### config.mk
export PLATFORM = sky130hd
export DESIGN_NAME = cfub_core
export DESIGN_NICKNAME = d
export VERILOG_FILES = /design/src/shared/cfub_pkg.sv /design/src/hw/cfub_core.sv
export VERILOG_INCLUDE_DIRS = /design/src /design/src/shared
export SDC_FILE = /design/constraint.sdc
export NUM_CORES = 1
export LEC_CHECK = 0
export BUFFER_PORTS_ARGS = -buffer_cell sky130_fd_sc_hd__buf_4
export CORE_MARGIN = 2
export CORE_UTILIZATION = 55
export CTS_CLUSTER_SIZE = 40
export DETAILED_ROUTE_END_ITERATION = 10
export PLACE_DENSITY = 0.91
export SETUP_SLACK_MARGIN = 0.02
export SLEW_MARGIN = 20
export SYNTH_ARGS = -nofsm -noshare
export SYNTH_HDL_FRONTEND = slang
export SYNTH_SLANG_ARGS = --single-unit
### constraint.sdc
create_clock -name clk -period 1.9 [get_ports clk]
set_input_delay 0 -clock clk [delete_from_list [all_inputs] [get_ports clk]]
set_output_delay 0 -clock clk [all_outputs]
set_load 0.02 [all_outputs]
### src/shared/cfub_regs.svh
// constants of the flag update and branch block
// Contract
// - decimal add sets carry when result exceeds 9999h word or 99h byte
// - decimal add sets zero on zero result; overflow left as it was
// - decrement writes destination minus one back as result
// - decrement: zero when destination was 1; carry clear only when it was 0
// - decrement: overflow only when destination was 08000h word or 080h byte
// - double decrement writes destination minus two back as result
// - double decrement: zero when destination was 2; carry clear for 0 or 1
// - double decrement: overflow for 08001h/08000h word or 081h/080h byte
// - interrupt disable clears only the global enable bit, mask 08h inverted
// - interrupt enable sets global enable bit by OR with 0008h only
// - after enabling, next instruction always runs before any interrupt is taken
// - disable may not guard the following instruction; software adds one spare
// - increment adds one; zero and carry set only from all-ones destination
// - increment: overflow only when destination was 07FFFh word or 07Fh byte
// - double increment adds two; zero from 0FFFEh, carry from 0FFFEh or 0FFFFh
// - double increment: overflow from 07FFEh or 07FFFh word, 07Eh or 07Fh byte
// - invert replaces destination by its bitwise complement within operand size
// - invert: carry is not zero; overflow when original operand was negative
// - negative flag follows the result's most significant bit
// - jump on carry set adds sign-extended doubled 10-bit offset to 20-bit counter
// - jump on carry clear lets the counter continue sequentially
// - only interrupt enable/disable touch the enable bit; none touches oscillator-off or processor-off; swWrite loads all bits, these included
`ifndef CFUB_REGS_SVH
`define CFUB_REGS_SVH
`define CFUB_C_BIT       0
`define CFUB_Z_BIT       1
`define CFUB_N_BIT       2
`define CFUB_IRQEN_BIT   3
`define CFUB_PROCOFF_BIT 4
`define CFUB_OSCSTOP_BIT 5
`define CFUB_V_BIT       8
`define CFUB_IRQEN_MASK  16'h0008
`define CFUB_SW_RESET    16'h0000
`define CFUB_ZERO        16'h0000
`define CFUB_ONE         16'h0001
`define CFUB_TWO         16'h0002
`define CFUB_WORD_MASK   16'hffff
`define CFUB_BYTE_MASK   16'h00ff
`define CFUB_WORD_SIGN   16'h8000
`define CFUB_BYTE_SIGN   16'h0080
`define CFUB_BCD_DIGITS  4
`define CFUB_BCD_MAX     5'h09
`define CFUB_BCD_ADJ     5'h06
`define CFUB_PC_RESET    20'h00000
`endif

### src/shared/cfub_pkg.sv
// types of the flag update and branch block
package cfub_pkg;
   typedef enum logic [3:0] {
      DECIMAL_ADD_OP,
      DECREMENT_OP,
      DOUBLE_DECREMENT_OP,
      INCREMENT_OP,
      DOUBLE_INCREMENT_OP,
      BITWISE_INVERT_OP,
      INTERRUPT_DISABLE_OP,
      INTERRUPT_ENABLE_OP,
      JUMP_ON_CARRY_OP
   } cfub_op_e;
   typedef struct packed {
      cfub_op_e    op;
      logic        byteMode;
      logic [15:0] dst;
      logic [15:0] src;
      logic [9:0]  offset;
   } cfub_req_s;
   typedef struct packed {
      logic v;
      logic n;
      logic z;
      logic c;
   } cfub_flags_s;
endpackage

### src/hw/cfub_core.sv
// flag update, result and jump-on-carry logic of the core
`include "cfub_regs.svh"
module cfub_core
   import cfub_pkg::*;
(
   input  wire logic        clk,
   input  wire logic        rstn,
   input  wire logic        reqValid,
   input  wire cfub_req_s   req,
   input  wire logic [19:0] pcCurrent,
   input  wire logic        swWrite,
   input  wire logic [15:0] swWriteData,
   input  wire logic        instrDone,
   input  wire logic        irqPending,
   output logic             irqAccept,
   output logic [15:0]      statusWord,
   output logic [15:0]      result,
   output logic             resultValid,
   output logic [19:0]      pcTarget,
   output logic             pcValid
);

   // ***********************************************************
   // reset release
   // ***********************************************************
   logic [1:0]  rstnSync;
   logic        rstnInt;

   always_ff @(posedge clk or negedge rstn) begin
      if (!rstn) begin
         rstnSync <= 2'h0;
      end else begin
         rstnSync <= {rstnSync[0], 1'h1};
      end
   end

   assign rstnInt = rstnSync[1];

   // ***********************************************************
   // decimal adder
   // ***********************************************************
   function automatic logic [16:0] bcdAdd(
      input logic [15:0] a,
      input logic [15:0] b,
      input logic        cin,
      input logic        isByte
   );
      logic [4:0]  s;
      logic        cy;
      logic        byteCy;
      logic [15:0] r;
      cy     = cin;
      byteCy = 1'h0;
      r      = `CFUB_ZERO;
      for (int i = 0; i < `CFUB_BCD_DIGITS; i++) begin
         s = {1'h0, a[4*i +: 4]} + {1'h0, b[4*i +: 4]} + {4'h0, cy};
         if (s > `CFUB_BCD_MAX) begin
            s  = s + `CFUB_BCD_ADJ;
            cy = 1'h1;
         end else begin
            cy = 1'h0;
         end
         r[4*i +: 4] = s[3:0];
         if (i == 1) begin
            byteCy = cy;
         end
      end
      return {(isByte ? byteCy : cy), r};
   endfunction

   // ***********************************************************
   // operand size
   // ***********************************************************
   logic [15:0] sizeMask;
   logic [15:0] sizeSign;
   logic [15:0] dstM;
   logic [15:0] srcM;
   logic [16:0] bcdSum;

   assign sizeMask = req.byteMode ? `CFUB_BYTE_MASK : `CFUB_WORD_MASK;
   assign sizeSign = req.byteMode ? `CFUB_BYTE_SIGN : `CFUB_WORD_SIGN;
   assign dstM     = req.dst & sizeMask;
   assign srcM     = req.src & sizeMask;
   assign bcdSum   = bcdAdd(dstM, srcM, statusWord[`CFUB_C_BIT], req.byteMode);

   // ***********************************************************
   // result and flags
   // ***********************************************************
   logic [15:0] next_result;
   cfub_flags_s next_flags;
   logic        arith;

   always_comb begin
      next_result  = `CFUB_ZERO;
      next_flags.c = statusWord[`CFUB_C_BIT];
      next_flags.z = statusWord[`CFUB_Z_BIT];
      next_flags.n = statusWord[`CFUB_N_BIT];
      next_flags.v = statusWord[`CFUB_V_BIT];
      arith        = 1'h1;
      case (req.op)
         DECIMAL_ADD_OP: begin
            next_result  = bcdSum[15:0] & sizeMask;
            next_flags.c = bcdSum[16];
            next_flags.z = (next_result == `CFUB_ZERO);
         end
         DECREMENT_OP: begin
            next_result  = (dstM - `CFUB_ONE) & sizeMask;
            next_flags.z = (dstM == `CFUB_ONE);
            next_flags.c = (dstM != `CFUB_ZERO);
            next_flags.v = (dstM == sizeSign);
         end
         DOUBLE_DECREMENT_OP: begin
            next_result  = (dstM - `CFUB_TWO) & sizeMask;
            next_flags.z = (dstM == `CFUB_TWO);
            next_flags.c = (dstM >= `CFUB_TWO);
            next_flags.v = (dstM == sizeSign) ||
                           (dstM == sizeSign + `CFUB_ONE);
         end
         INCREMENT_OP: begin
            next_result  = (dstM + `CFUB_ONE) & sizeMask;
            next_flags.z = (dstM == sizeMask);
            next_flags.c = (dstM == sizeMask);
            next_flags.v = (dstM == sizeSign - `CFUB_ONE);
         end
         DOUBLE_INCREMENT_OP: begin
            next_result  = (dstM + `CFUB_TWO) & sizeMask;
            next_flags.z = (dstM == sizeMask - `CFUB_ONE);
            next_flags.c = (dstM >= sizeMask - `CFUB_ONE);
            next_flags.v = (dstM == sizeSign - `CFUB_ONE) ||
                           (dstM == sizeSign - `CFUB_TWO);
         end
         BITWISE_INVERT_OP: begin
            next_result  = ~dstM & sizeMask;
            next_flags.z = (next_result == `CFUB_ZERO);
            next_flags.c = (next_result != `CFUB_ZERO);
            next_flags.v = ((dstM & sizeSign) != `CFUB_ZERO);
         end
         default: begin
            arith = 1'h0;
         end
      endcase
      if (arith) begin
         next_flags.n = ((next_result & sizeSign) != `CFUB_ZERO);
      end
   end

   // ***********************************************************
   // status word
   // ***********************************************************
   always_ff @(posedge clk or negedge rstnInt) begin
      if (!rstnInt) begin
         statusWord <= `CFUB_SW_RESET;
      end else if (reqValid) begin
         case (req.op)
            INTERRUPT_DISABLE_OP: begin
               statusWord <= statusWord & ~`CFUB_IRQEN_MASK;
            end
            INTERRUPT_ENABLE_OP: begin
               statusWord <= statusWord | `CFUB_IRQEN_MASK;
            end
            JUMP_ON_CARRY_OP: begin
               statusWord <= statusWord;
            end
            default: begin
               // only the four arithmetic flags move
               statusWord[`CFUB_C_BIT] <= next_flags.c;
               statusWord[`CFUB_Z_BIT] <= next_flags.z;
               statusWord[`CFUB_N_BIT] <= next_flags.n;
               statusWord[`CFUB_V_BIT] <= next_flags.v;
            end
         endcase
      end else if (swWrite) begin
         statusWord <= swWriteData;
      end
   end

   // ***********************************************************
   // result output
   // ***********************************************************
   always_ff @(posedge clk or negedge rstnInt) begin
      if (!rstnInt) begin
         result      <= `CFUB_ZERO;
         resultValid <= 1'h0;
      end else begin
         resultValid <= reqValid && arith;
         if (reqValid && arith) begin
            result <= next_result;
         end
      end
   end

   // ***********************************************************
   // jump on carry
   // ***********************************************************
   logic [19:0] jumpOffset;
   logic [19:0] next_pc;

   assign jumpOffset = {{9{req.offset[9]}}, req.offset, 1'h0};
   assign next_pc    = statusWord[`CFUB_C_BIT] ?
                       pcCurrent + jumpOffset :
                       pcCurrent;

   always_ff @(posedge clk or negedge rstnInt) begin
      if (!rstnInt) begin
         pcTarget <= `CFUB_PC_RESET;
         pcValid  <= 1'h0;
      end else begin
         pcValid <= reqValid && (req.op == JUMP_ON_CARRY_OP);
         if (reqValid && (req.op == JUMP_ON_CARRY_OP)) begin
            pcTarget <= next_pc;
         end
      end
   end

   // ***********************************************************
   // interrupt gating
   // ***********************************************************
   logic enableHold;

   // set wins over the clear by the enabling instruction's own completion
   always_ff @(posedge clk or negedge rstnInt) begin
      if (!rstnInt) begin
         enableHold <= 1'h0;
      end else if (reqValid && (req.op == INTERRUPT_ENABLE_OP)) begin
         enableHold <= 1'h1;
      end else if (instrDone) begin
         enableHold <= 1'h0;
      end
   end

   // registered enable: a disable acts one cycle late, guarding nothing in between
   assign irqAccept = irqPending && statusWord[`CFUB_IRQEN_BIT] && !enableHold;

   // ***********************************************************
   // checks
   // ***********************************************************
   a_bcd_zero_flag:
   assert property (@(posedge clk) disable iff (!rstnInt)
      reqValid && req.op == DECIMAL_ADD_OP |=>
      statusWord[`CFUB_Z_BIT] == (result == `CFUB_ZERO))
      else $error("decimal add zero flag wrong");

   a_bcd_no_carry:
   assert property (@(posedge clk) disable iff (!rstnInt)
      reqValid && req.op == DECIMAL_ADD_OP && srcM == `CFUB_ZERO &&
      !statusWord[`CFUB_C_BIT] |=> !statusWord[`CFUB_C_BIT] && result == $past(dstM))
      else $error("decimal add of zero changed value or carry");

   a_decrement_flags:
   assert property (@(posedge clk) disable iff (!rstnInt)
      reqValid && req.op == DECREMENT_OP |=>
      statusWord[`CFUB_Z_BIT] == ($past(dstM) == `CFUB_ONE) &&
      statusWord[`CFUB_C_BIT] == ($past(dstM) != `CFUB_ZERO) &&
      result == (($past(dstM) - `CFUB_ONE) & $past(sizeMask)))
      else $error("decrement flags or result wrong");

   a_decrement_overflow:
   assert property (@(posedge clk) disable iff (!rstnInt)
      reqValid && req.op == DECREMENT_OP |=>
      statusWord[`CFUB_V_BIT] == ($past(dstM) == $past(sizeSign)))
      else $error("decrement overflow wrong");

   a_decr_two_flags:
   assert property (@(posedge clk) disable iff (!rstnInt)
      reqValid && req.op == DOUBLE_DECREMENT_OP |=>
      statusWord[`CFUB_Z_BIT] == ($past(dstM) == `CFUB_TWO) &&
      statusWord[`CFUB_C_BIT] == ($past(dstM) > `CFUB_ONE))
      else $error("double decrement flags wrong");

   a_inc_wrap:
   assert property (@(posedge clk) disable iff (!rstnInt)
      reqValid && req.op == INCREMENT_OP && dstM == sizeMask |=>
      statusWord[`CFUB_Z_BIT] && statusWord[`CFUB_C_BIT] && result == `CFUB_ZERO)
      else $error("increment wrap flags wrong");

   a_incr_two_overflow:
   assert property (@(posedge clk) disable iff (!rstnInt)
      reqValid && req.op == DOUBLE_INCREMENT_OP |=>
      statusWord[`CFUB_V_BIT] == ($past(dstM) == $past(sizeSign) - `CFUB_ONE ||
                                  $past(dstM) == $past(sizeSign) - `CFUB_TWO))
      else $error("double increment overflow wrong");

   a_invert_carry:
   assert property (@(posedge clk) disable iff (!rstnInt)
      reqValid && req.op == BITWISE_INVERT_OP |=>
      statusWord[`CFUB_C_BIT] == !statusWord[`CFUB_Z_BIT] &&
      result == (~$past(dstM) & $past(sizeMask)))
      else $error("invert carry or result wrong");

   a_mode_bits_kept:
   assert property (@(posedge clk) disable iff (!rstnInt)
      reqValid && req.op != INTERRUPT_DISABLE_OP && req.op != INTERRUPT_ENABLE_OP |=>
      $stable(statusWord[`CFUB_OSCSTOP_BIT:`CFUB_IRQEN_BIT]))
      else $error("mode bits changed");

   a_enable_clear_only:
   assert property (@(posedge clk) disable iff (!rstnInt)
      reqValid && req.op == INTERRUPT_DISABLE_OP |=>
      statusWord == ($past(statusWord) & ~`CFUB_IRQEN_MASK))
      else $error("interrupt disable touched other bits");

   a_enable_delay:
   assert property (@(posedge clk) disable iff (!rstnInt)
      reqValid && req.op == INTERRUPT_ENABLE_OP |=> !irqAccept)
      else $error("interrupt taken right after enable");

   a_jump_target:
   assert property (@(posedge clk) disable iff (!rstnInt)
      reqValid && req.op == JUMP_ON_CARRY_OP |=> pcValid &&
      pcTarget == ($past(statusWord[`CFUB_C_BIT]) ?
                   $past(pcCurrent) + $past(jumpOffset) : $past(pcCurrent)))
      else $error("jump target wrong");

   a_incr_overflow:
   assert property (@(posedge clk) disable iff (!rstnInt)
      reqValid && req.op == INCREMENT_OP |=>
      statusWord[`CFUB_V_BIT] == ($past(dstM) == $past(sizeSign) - `CFUB_ONE))
      else $error("increment overflow wrong");

   a_incr_two_flags:
   assert property (@(posedge clk) disable iff (!rstnInt)
      reqValid && req.op == DOUBLE_INCREMENT_OP |=>
      statusWord[`CFUB_Z_BIT] == ($past(dstM) == $past(sizeMask) - `CFUB_ONE) &&
      statusWord[`CFUB_C_BIT] == ($past(dstM) >= $past(sizeMask) - `CFUB_ONE) &&
      result == (($past(dstM) + `CFUB_TWO) & $past(sizeMask)))
      else $error("double increment flags or result wrong");

   a_decr_two_result:
   assert property (@(posedge clk) disable iff (!rstnInt)
      reqValid && req.op == DOUBLE_DECREMENT_OP |=>
      result == (($past(dstM) - `CFUB_TWO) & $past(sizeMask)) &&
      statusWord[`CFUB_V_BIT] == ($past(dstM) == $past(sizeSign) ||
                                  $past(dstM) == $past(sizeSign) + `CFUB_ONE))
      else $error("double decrement result or overflow wrong");

   a_enable_set_only:
   assert property (@(posedge clk) disable iff (!rstnInt)
      reqValid && req.op == INTERRUPT_ENABLE_OP |=>
      statusWord == ($past(statusWord) | `CFUB_IRQEN_MASK))
      else $error("interrupt enable touched other bits");

   a_negative_msb:
   assert property (@(posedge clk) disable iff (!rstnInt)
      reqValid && arith |=>
      resultValid && statusWord[`CFUB_N_BIT] == ((result & $past(sizeSign)) != `CFUB_ZERO))
      else $error("negative flag does not follow result sign");

   a_byte_upper_clear:
   assert property (@(posedge clk) disable iff (!rstnInt)
      reqValid && arith && req.byteMode |=>
      (result & ~`CFUB_BYTE_MASK) == `CFUB_ZERO)
      else $error("byte result has upper bits set");

   a_jump_not_taken:
   assert property (@(posedge clk) disable iff (!rstnInt)
      reqValid && req.op == JUMP_ON_CARRY_OP && !statusWord[`CFUB_C_BIT] |=>
      pcValid && pcTarget == $past(pcCurrent) && !resultValid)
      else $error("jump without carry moved the counter");

endmodule // cfub_core

==> results of run 1 <==
[synthesized netlist by cell type (16+ instances only)]
library cell  number
nand2_1          101
a21oi_1           74
nor2_1            70
dfrtp_1           57
ha_1              43
clkbuf_1          28
inv_1             27
o21ai_1           27
xnor2_1           26
o21ai_0           22
nor2b_1           21
nor3_1            19
a31oi_1           17
mux2i_1           16
[logic make-up after synthesis]
group,Yosys count,share of synthesized area (%)
multiplexers,22,3.95
other,1,0.0650
XOR/XNOR,35,5.31
AND/OR/NAND/NOR,286,23.9
buffers and inverters,66,4.66
flip-flops,57,24.7
adder cells (fa/ha/maj),52,12.4
AO/OA/AOI/OAI,230,25.0
[metrics by stage]
stage | instance area, µm² | setup TNS [ns] | utilization (%)
CTS | 9070 | -51.55 | 88.3
global placement | 8260 | -52.82 | 80.4
detailed placement | 8260 | -55.80 | 80.4
floorplan | 5950 | -50.60 | -
[routing by layer]
metal  GRT overflow  GRT usage (%)
met1              4           78.8
met2             85           96.3
met3              4           67.7
met4             64           87.1
met5              0           31.4
[timing repair]
action / in CTS
gates resized for setup: 41
setup buffers: 21
pin swaps: 38
endpoints found under the setup margin: 23
endpoints found under the hold margin: 20
hold buffers: 21
==> results.ini, run 1 <==
[status]
status = did not finish
failed_stage = 5_1_grt
firstError = [ERROR GRT-0232] Routing congestion too high. Check the congestion heatmap in the GUI.

[synth]
ys.flop_type = dfrtp_1
synthArstFlopShare_pct = 100
yosysSeqAreaShare_pct = 24.7
ys_ff_latch = 57
syn_nets = 890
synth_top_area_share_pct = 24.7
ys_warn_count = 0
syn_avg_cell_area_um2 = 7.70
syn_inst = 749
ys_types = 70
synth_area_leader_cell = dfrtp_1
synth_edf_count = 0
syn_area_um2 = 5770
synth_area_leaders = dfrtp_1 25%, ha_1 9.3%, nand2_1 6.6%

[clock_tree]
cts_root_buf = clkbuf_8
cts_buffers = 9
clk_path_buf_depth = 2
htree_num_levels = 3
clock-sinks = 57

[placement]
dp_slack_ns = -4.83
dpl.cell_count = 1151
gp_congestion = 1.12
io_buffer_count = 143
dp_hpwl_um = 16700

[floorplan]
ios = 144
die_x_um = 106
start_util_pct = 56.1
rows = 37
chipHeight_um = 106

[global_route]
grt_max_degree = 33
grt_remaining_overflow = 157
grt_usage_pct = 81.3

==> inputs of run 2 (changes only) <==
--- a/config.mk
+++ b/config.mk
@@ -8,11 +8,9 @@
 export LEC_CHECK = 0
 export BUFFER_PORTS_ARGS = -buffer_cell sky130_fd_sc_hd__buf_4
 export CORE_MARGIN = 2
-export CORE_UTILIZATION = 55
-export CTS_CLUSTER_SIZE = 40
+export CORE_UTILIZATION = 40
 export DETAILED_ROUTE_END_ITERATION = 10
-export PLACE_DENSITY = 0.91
-export SETUP_SLACK_MARGIN = 0.02
+export PLACE_DENSITY_LB_ADDON = 0.15
 export SLEW_MARGIN = 20
 export SYNTH_ARGS = -nofsm -noshare
 export SYNTH_HDL_FRONTEND = slang
==> results.ini, run 2 <==
[status]
status = finished with violations
violations = hold timing, setup timing

[timing]
finalHoldViolCount = 1
hold_slack_ns = -0.0260
fin_skew_ns = 0.00368
rsz0062_at_grt = yes
setup_viol = 18
fmax_mhz = 152
finalCritPeriodShare_pct = 346
period_minus_slack_ns = 6.57
setup_ws_ns = -4.67
worstMarginPinSlew_ns = 0.787
drv_slew = 0
relSlewSlack_pct = 46.8

[critical_path]
r2r_start = statusWord[0]
endpoint_kind = flop
cp-start-kind = flop
crit_fanout = 3
r2r_end = statusWord[2]
r2r_cells = 33
crit_path_frequent_cell = fa_2
cp_slowest_cell = fa_2
r2r_slack_ns = -4.67
required_ns = 2.12
crit_type = flop to flop
slowest_delay_ns = 0.54
arrival_ns = 6.79

[power]
ir_drop_uv = 390
p_int_mw = 4.27
p_per_area_nw_per_um2 = 709
switching_share_pct = 36.4
pwr-share-seq_pct = 23.2
clkPwrFrac_pct = 25.7
leakage_nw = 4.48
pwr-share-comb_pct = 51.0
switchingPower_mw = 2.45

[clock_tree]
clk_path_buf_depth = 2  ; unchanged
htree_num_levels = 3  ; unchanged
clock_latency_ns = 0.33
clock-sinks = 57  ; unchanged
cts_tree = built
clk_pin_slew_ns = 0.05
cts_root_buf = clkbuf_16
cts_buffers = 9  ; unchanged

[floorplan]
die_x_um = 124  ; +17%
ios = 144  ; unchanged
die_area_um2 = 15400
chipHeight_um = 124  ; +17%
start_util_pct = 41.2  ; -15 points
core_area_um2 = 14000
rows = 43  ; +16%

[placement]
dpl.cell_count = 1219  ; +5.9%
gp_congestion = 0.961  ; -14%
dp_hpwl_um = 17400  ; +4.6%
io_buffer_count = 143  ; unchanged

[synth]
synth_top_area_share_pct = 24.7  ; unchanged
synthMostInstantiatedCell = nand2_1
synthArstFlopShare_pct = 100  ; unchanged
synth_edf_count = 0  ; unchanged
synth_area_leaders = dfrtp_1 25%, ha_1 9.3%, nand2_1 6.6%
ys.flop_type = dfrtp_1
syn_inst = 749  ; unchanged
syn_avg_cell_area_um2 = 7.70  ; unchanged
yosysSeqAreaShare_pct = 24.7  ; unchanged
synthTopCellsByCount = 101 x nand2_1, 74 x a21oi_1, 70 x nor2_1
ys_warn_count = 0  ; unchanged
ys_types = 70  ; unchanged
ys_ff_latch = 57  ; unchanged
syn_nets = 890  ; unchanged
synth_area_leader_cell = dfrtp_1
syn_area_um2 = 5770  ; unchanged

[layout]
top_regs = pcTarget x20, result x16, statusWord x16
layout_commonest_cell = buf_4
largest_reg_flops = 20
regMostFlops = pcTarget
n_fill_cell = 1158
nets = 1230
final_cell_count_no_fill = 1274
seqCellArea_um2 = 1430
fin_util_pct = 67.8
layout_common_cells = 334 x buf_4, 97 x nand2_1, 70 x nor2_1
multi_input_area_um2 = 4550
diodes = 0
syn_to_final_growth_pct = 64.3
drive_gt1_share_pct = 41.6

[hold_path]
hold_path_end = pcTarget[1]
min_path_cells = 3
hold_class = primary input to flop
min_from = pcCurrent[1]

[route]
route.detailed.drc = 0
num_vias = 7062
drt-pass1-iter-count = 6
route.final.wire_length_um = 22200
wl_per_cell_um = 17.4
viasPerCell = 5.54
drt_first_iter_violations = 618
antenna_left = 0

[job]
cap_violations = 0

[global_route]
grt_pass1_wl_um = 34600
grt_remaining_overflow = 0
grt_usage_pct = 28.7
grt_pass1_vias = 7097
grt_max_degree = 37
antenna_found_initial = 0

[run 2: cell counts after synthesis]
Identical to the previous run, type by type.
[run 2: timing repair]
action,CTS,global route
gates resized for setup,26,34
setup buffers,9,9
pin swaps,33,19
setup endpoints to repair,19,22
hold buffers,23,0
hold endpoints to repair,23,0
[run 2: layout make-up]
class                           instances  area share [%]
Multi-Input combinational cell        626            48.0
Timing Repair Buffer                  365            29.9
Sequential cell                        57            15.1
Clock buffer                            9            2.38
Tap cell                              180            2.38
Inverter                               30            1.27
Clock inverter                          7           0.990
[run 2: cells by family after synthesis]
group | count (synthesis) | share of synthesized area, %
AND/OR/NAND/NOR | 286 | 23.9
multiplexers | 22 | 3.95
flip-flops | 57 | 24.7
other | 1 | 0.0650
XOR/XNOR | 35 | 5.31
buffers and inverters | 66 | 4.66
AO/OA/AOI/OAI | 230 | 25.0
adder cells (fa/ha/maj) | 52 | 12.4
[run 2: power by group through the flow]
stage	registers, mW	clock network (mW)	logic [mW]
3_5_place_dp	1.59	0	2.98
5_1_grt	1.59	1.81	3.69
4_1_cts	1.57	1.76	3.23
6_report	1.56	1.73	3.43
3_3_place_gp	1.57	0	2.90
2_1_floorplan	1.83	0	1.37
[run 2: critical path, delay by kind of cell (launching register included)]
kind / cells / cell delay (ns)
flip-flops: 1 / 0.41
buffers and inverters: 7 / 0.38
XOR/XNOR: 2 / 0.36
AO/OA/AOI/OAI: 6 / 0.94
multiplexers: 1 / 0.17
AND/OR/NAND/NOR: 7 / 0.80
adder cells (fa/ha/maj): 10 / 3.39
[run 2: worst max path at each step]
stage	start	to	depth (start not counted)
after global routing	statusWord[0]	statusWord[2]	33
final	statusWord[0]	statusWord[2]	33
after CTS	statusWord[0]	statusWord[2]	33
after detailed placement	statusWord[0]	statusWord[2]	33
after floorplan	statusWord[0]	statusWord[2]	33
after global placement	statusWord[0]	statusWord[2]	33
[run 2: routing by layer]
metal | track usage [%] | wire [µm]
met4 | 12.9 | 864
met3 | 4.90 | 1620
met5 | 0 | 0
met1 | 34.8 | 8930
met2 | 49.6 | 10800
[run 2: stage by stage]
step | hold WS, ns | TNS, ns | instance area, µm² | total power, mW | setup slack (ns)
floorplan | -0.296 | -50.60 | 5950 | 3.20 | -4.68
global placement | -0.218 | -54.65 | 8470 | 4.47 | -4.67
detailed placement | -0.217 | -56.98 | 8470 | 4.57 | -4.83
CTS | 0.00218 | -52.49 | 9240 | 6.55 | -4.66
global route | 0.00946 | -56.25 | 9480 | 7.09 | -4.94
finish | -0.0260 | -52.83 | 9480 | 6.72 | -4.67
(Power assumes the default switching activity.)
==> inputs of run 3 (changes only) <==
--- a/config.mk
+++ b/config.mk
@@ -6,10 +6,10 @@
 export SDC_FILE = /design/constraint.sdc
 export NUM_CORES = 1
 export LEC_CHECK = 0
-export BUFFER_PORTS_ARGS = -buffer_cell sky130_fd_sc_hd__buf_4
 export CORE_MARGIN = 2
 export CORE_UTILIZATION = 40
 export DETAILED_ROUTE_END_ITERATION = 10
+export DONT_BUFFER_PORTS = 1
 export PLACE_DENSITY_LB_ADDON = 0.15
 export SLEW_MARGIN = 20
 export SYNTH_ARGS = -nofsm -noshare
==> constraint.sdc (replaced) <==
create_clock -name clk -period 1.9 [get_ports clk]
set_input_delay 0.285 -clock clk [delete_from_list [all_inputs] [get_ports clk]]
set_output_delay 0.285 -clock clk [all_outputs]
set_load 0.02 [all_outputs]
==> results.ini, run 3 (synthesis results as in run 2) <==
[clock_tree]
cts_root_buf = clkbuf_16
cts_tree = built
clk_pin_slew_ns = 0.05  ; about the same
clk_path_buf_depth = 2  ; unchanged
htree_num_levels = 3  ; unchanged
cts_buffers = 9  ; unchanged
clock_latency_ns = 0.33  ; about the same
clock-sinks = 57  ; unchanged

[floorplan]
rows = 43  ; unchanged
die_x_um = 124  ; unchanged
core_area_um2 = 14000  ; unchanged
start_util_pct = 41.2  ; unchanged
chipHeight_um = 124  ; unchanged
ios = 144  ; unchanged
die_area_um2 = 15400  ; unchanged

[critical_path]
crit_fanout = 3  ; unchanged
required_ns = 2.11  ; about the same
cp_slowest_cell = fa_2
arrival_ns = 6.80  ; about the same
cp-start-kind = flop
endpoint_kind = flop
slowest_delay_ns = 0.55  ; about the same
crit_type = flop to flop
r2r_slack_ns = -4.68  ; about the same
r2r_start = statusWord[0]
crit_path_frequent_cell = fa_2
worstSetupStartpoint = statusWord[0]

[route]
antenna_left = 0  ; unchanged
drt-pass1-iter-count = 5  ; -1
route.detailed.drc = 0  ; unchanged
drt_first_iter_violations = 341  ; -45%
route.final.wire_length_um = 21200  ; -4.5%
wl_per_cell_um = 19.7  ; +13%
viasPerCell = 5.82  ; +4.9%
num_vias = 6257  ; -11%

[layout]
layout_common_cells = 156 x buf_4, 97 x nand2_1, 68 x nor2_1
largest_reg_flops = 20  ; unchanged
layout_commonest_cell = buf_4
seqCellArea_um2 = 1430  ; unchanged
multi_input_area_um2 = 4660  ; +2.4%
syn_to_final_growth_pct = 39.2
fin_util_pct = 57.4  ; -10 points
regMostFlops = pcTarget
n_fill_cell = 1309  ; +13%
final_area_um2 = 8030  ; -15%
top_regs = pcTarget x20, result x16, statusWord x16
final_cell_count_no_fill = 1076  ; -16%
drive_gt1_share_pct = 32.1  ; -9.5 points
nets = 1031  ; -16%

[timing]
period_minus_slack_ns = 6.58  ; +0.0141 ns
finalHoldViolCount = 0  ; -1
setup_viol = 21  ; +3
relSlewSlack_pct = 52.0  ; +5.2 points
drv_slew = 0  ; unchanged
rsz0062_at_grt = yes
setup_ws_ns = -4.68  ; -0.0141 ns
worstMarginPinSlew_ns = 0.719  ; -0.0679 ns
fin_skew_ns = 0.00725  ; +0.00357 ns
fmax_mhz = 152  ; -0.21%
finalCritPeriodShare_pct = 347  ; +0.74 points

[global_route]
grt_pass1_vias = 6261  ; -12%
grt_usage_pct = 27.3  ; -1.4 points
grt_pass1_wl_um = 32600  ; -5.9%
grt_remaining_overflow = 0  ; unchanged
grt_max_degree = 43  ; +16%
antenna_found_initial = 1  ; +1

[job]
cap_violations = 0  ; unchanged

[placement]
gp_congestion = 0.982  ; +2.2%
dpl.cell_count = 1039  ; -15%
dp_hpwl_um = 16700  ; -4.3%
dpl_cell_area_um2 = 7200  ; -15%
dp_slack_ns = -4.89  ; -0.0659 ns
io_buffer_count = 0  ; -100%

[hold_path]
hold_class = primary input to flop
min_from = swWriteData[4]

[status]
status = finished with violations
violations = setup timing

[power]
power_mw = 6.01  ; -11%
leakage_nw = 3.52  ; -21%
p_per_area_nw_per_um2 = 748  ; +5.6%
ir_drop_uv = 362  ; -7.2%

run 3: path summary, 6_finish.rpt:
| path | endpoint | cells after the start |
|---|---|---|
| setup reg to reg | statusWord[2] | 33 |
| setup / recovery | statusWord[2] | 33 |
| hold reg to reg | statusWord[5] | 0 |
| min in group asynchronous | rstnSync[0] | 1 |
| hold / removal | statusWord[4] | 2 |
| max in group asynchronous | pcTarget[6] | 1 |
run 3: power by group:
part	leakage (nW)	internal [mW]	total (mW)	switching, mW
registers	0.701	1.43	1.85	0.428
clock network	0.142	1.04	1.59	0.548
logic	2.68	1.31	2.56	1.25
total	3.52	3.78	6.01	2.23
run 3: repair_timing:
item	4_1_cts	5_1_grt
pin swaps	37	20
cloned	0	0
setup endpoints to repair	22	24
hold buffers	1	0
buffers inserted	20	12
gates resized for setup	45	27
endpoints found under the hold margin	2	0
run 3: layout make-up:
cell class | count | share of cell area (%)
Antenna cell | 1 | 0.0312
Clock buffer | 11 | 3.02
Clock inverter | 5 | 0.686
Inverter | 30 | 1.50
Multi-Input combinational cell | 626 | 58.1
Sequential cell | 57 | 17.8
Tap cell | 180 | 2.81
Timing Repair Buffer | 166 | 16.1
run 3: per-layer routing:
layer	vias to the layer above	track usage (%)	wire length [µm]
met5	-	0	0
met4	0	8.43	577
met3	33	4.40	1390
met2	219	48.1	10500
met1	3016	34.0	8760
li1	2989	-	-
run 3: metrics by stage:
stage | hold slack [ns] | setup TNS (ns)
detailed placement | -0.0105 | -57.90
CTS | 0.0569 | -53.32
floorplan | -0.0106 | -51.44
global placement | -0.0105 | -55.47
global route | 0.0627 | -56.93
finish | 0.0641 | -53.68
run 3: critical path: cells and delay by family (launching register included):
family / cells / cell delay, ns
fa+ha+maj: 9 / 3.36
compound gates: 6 / 0.96
simple gates: 8 / 0.94
buf+inv: 8 / 0.43
flops: 1 / 0.41
xor+xnor: 1 / 0.21
mux: 1 / 0.17
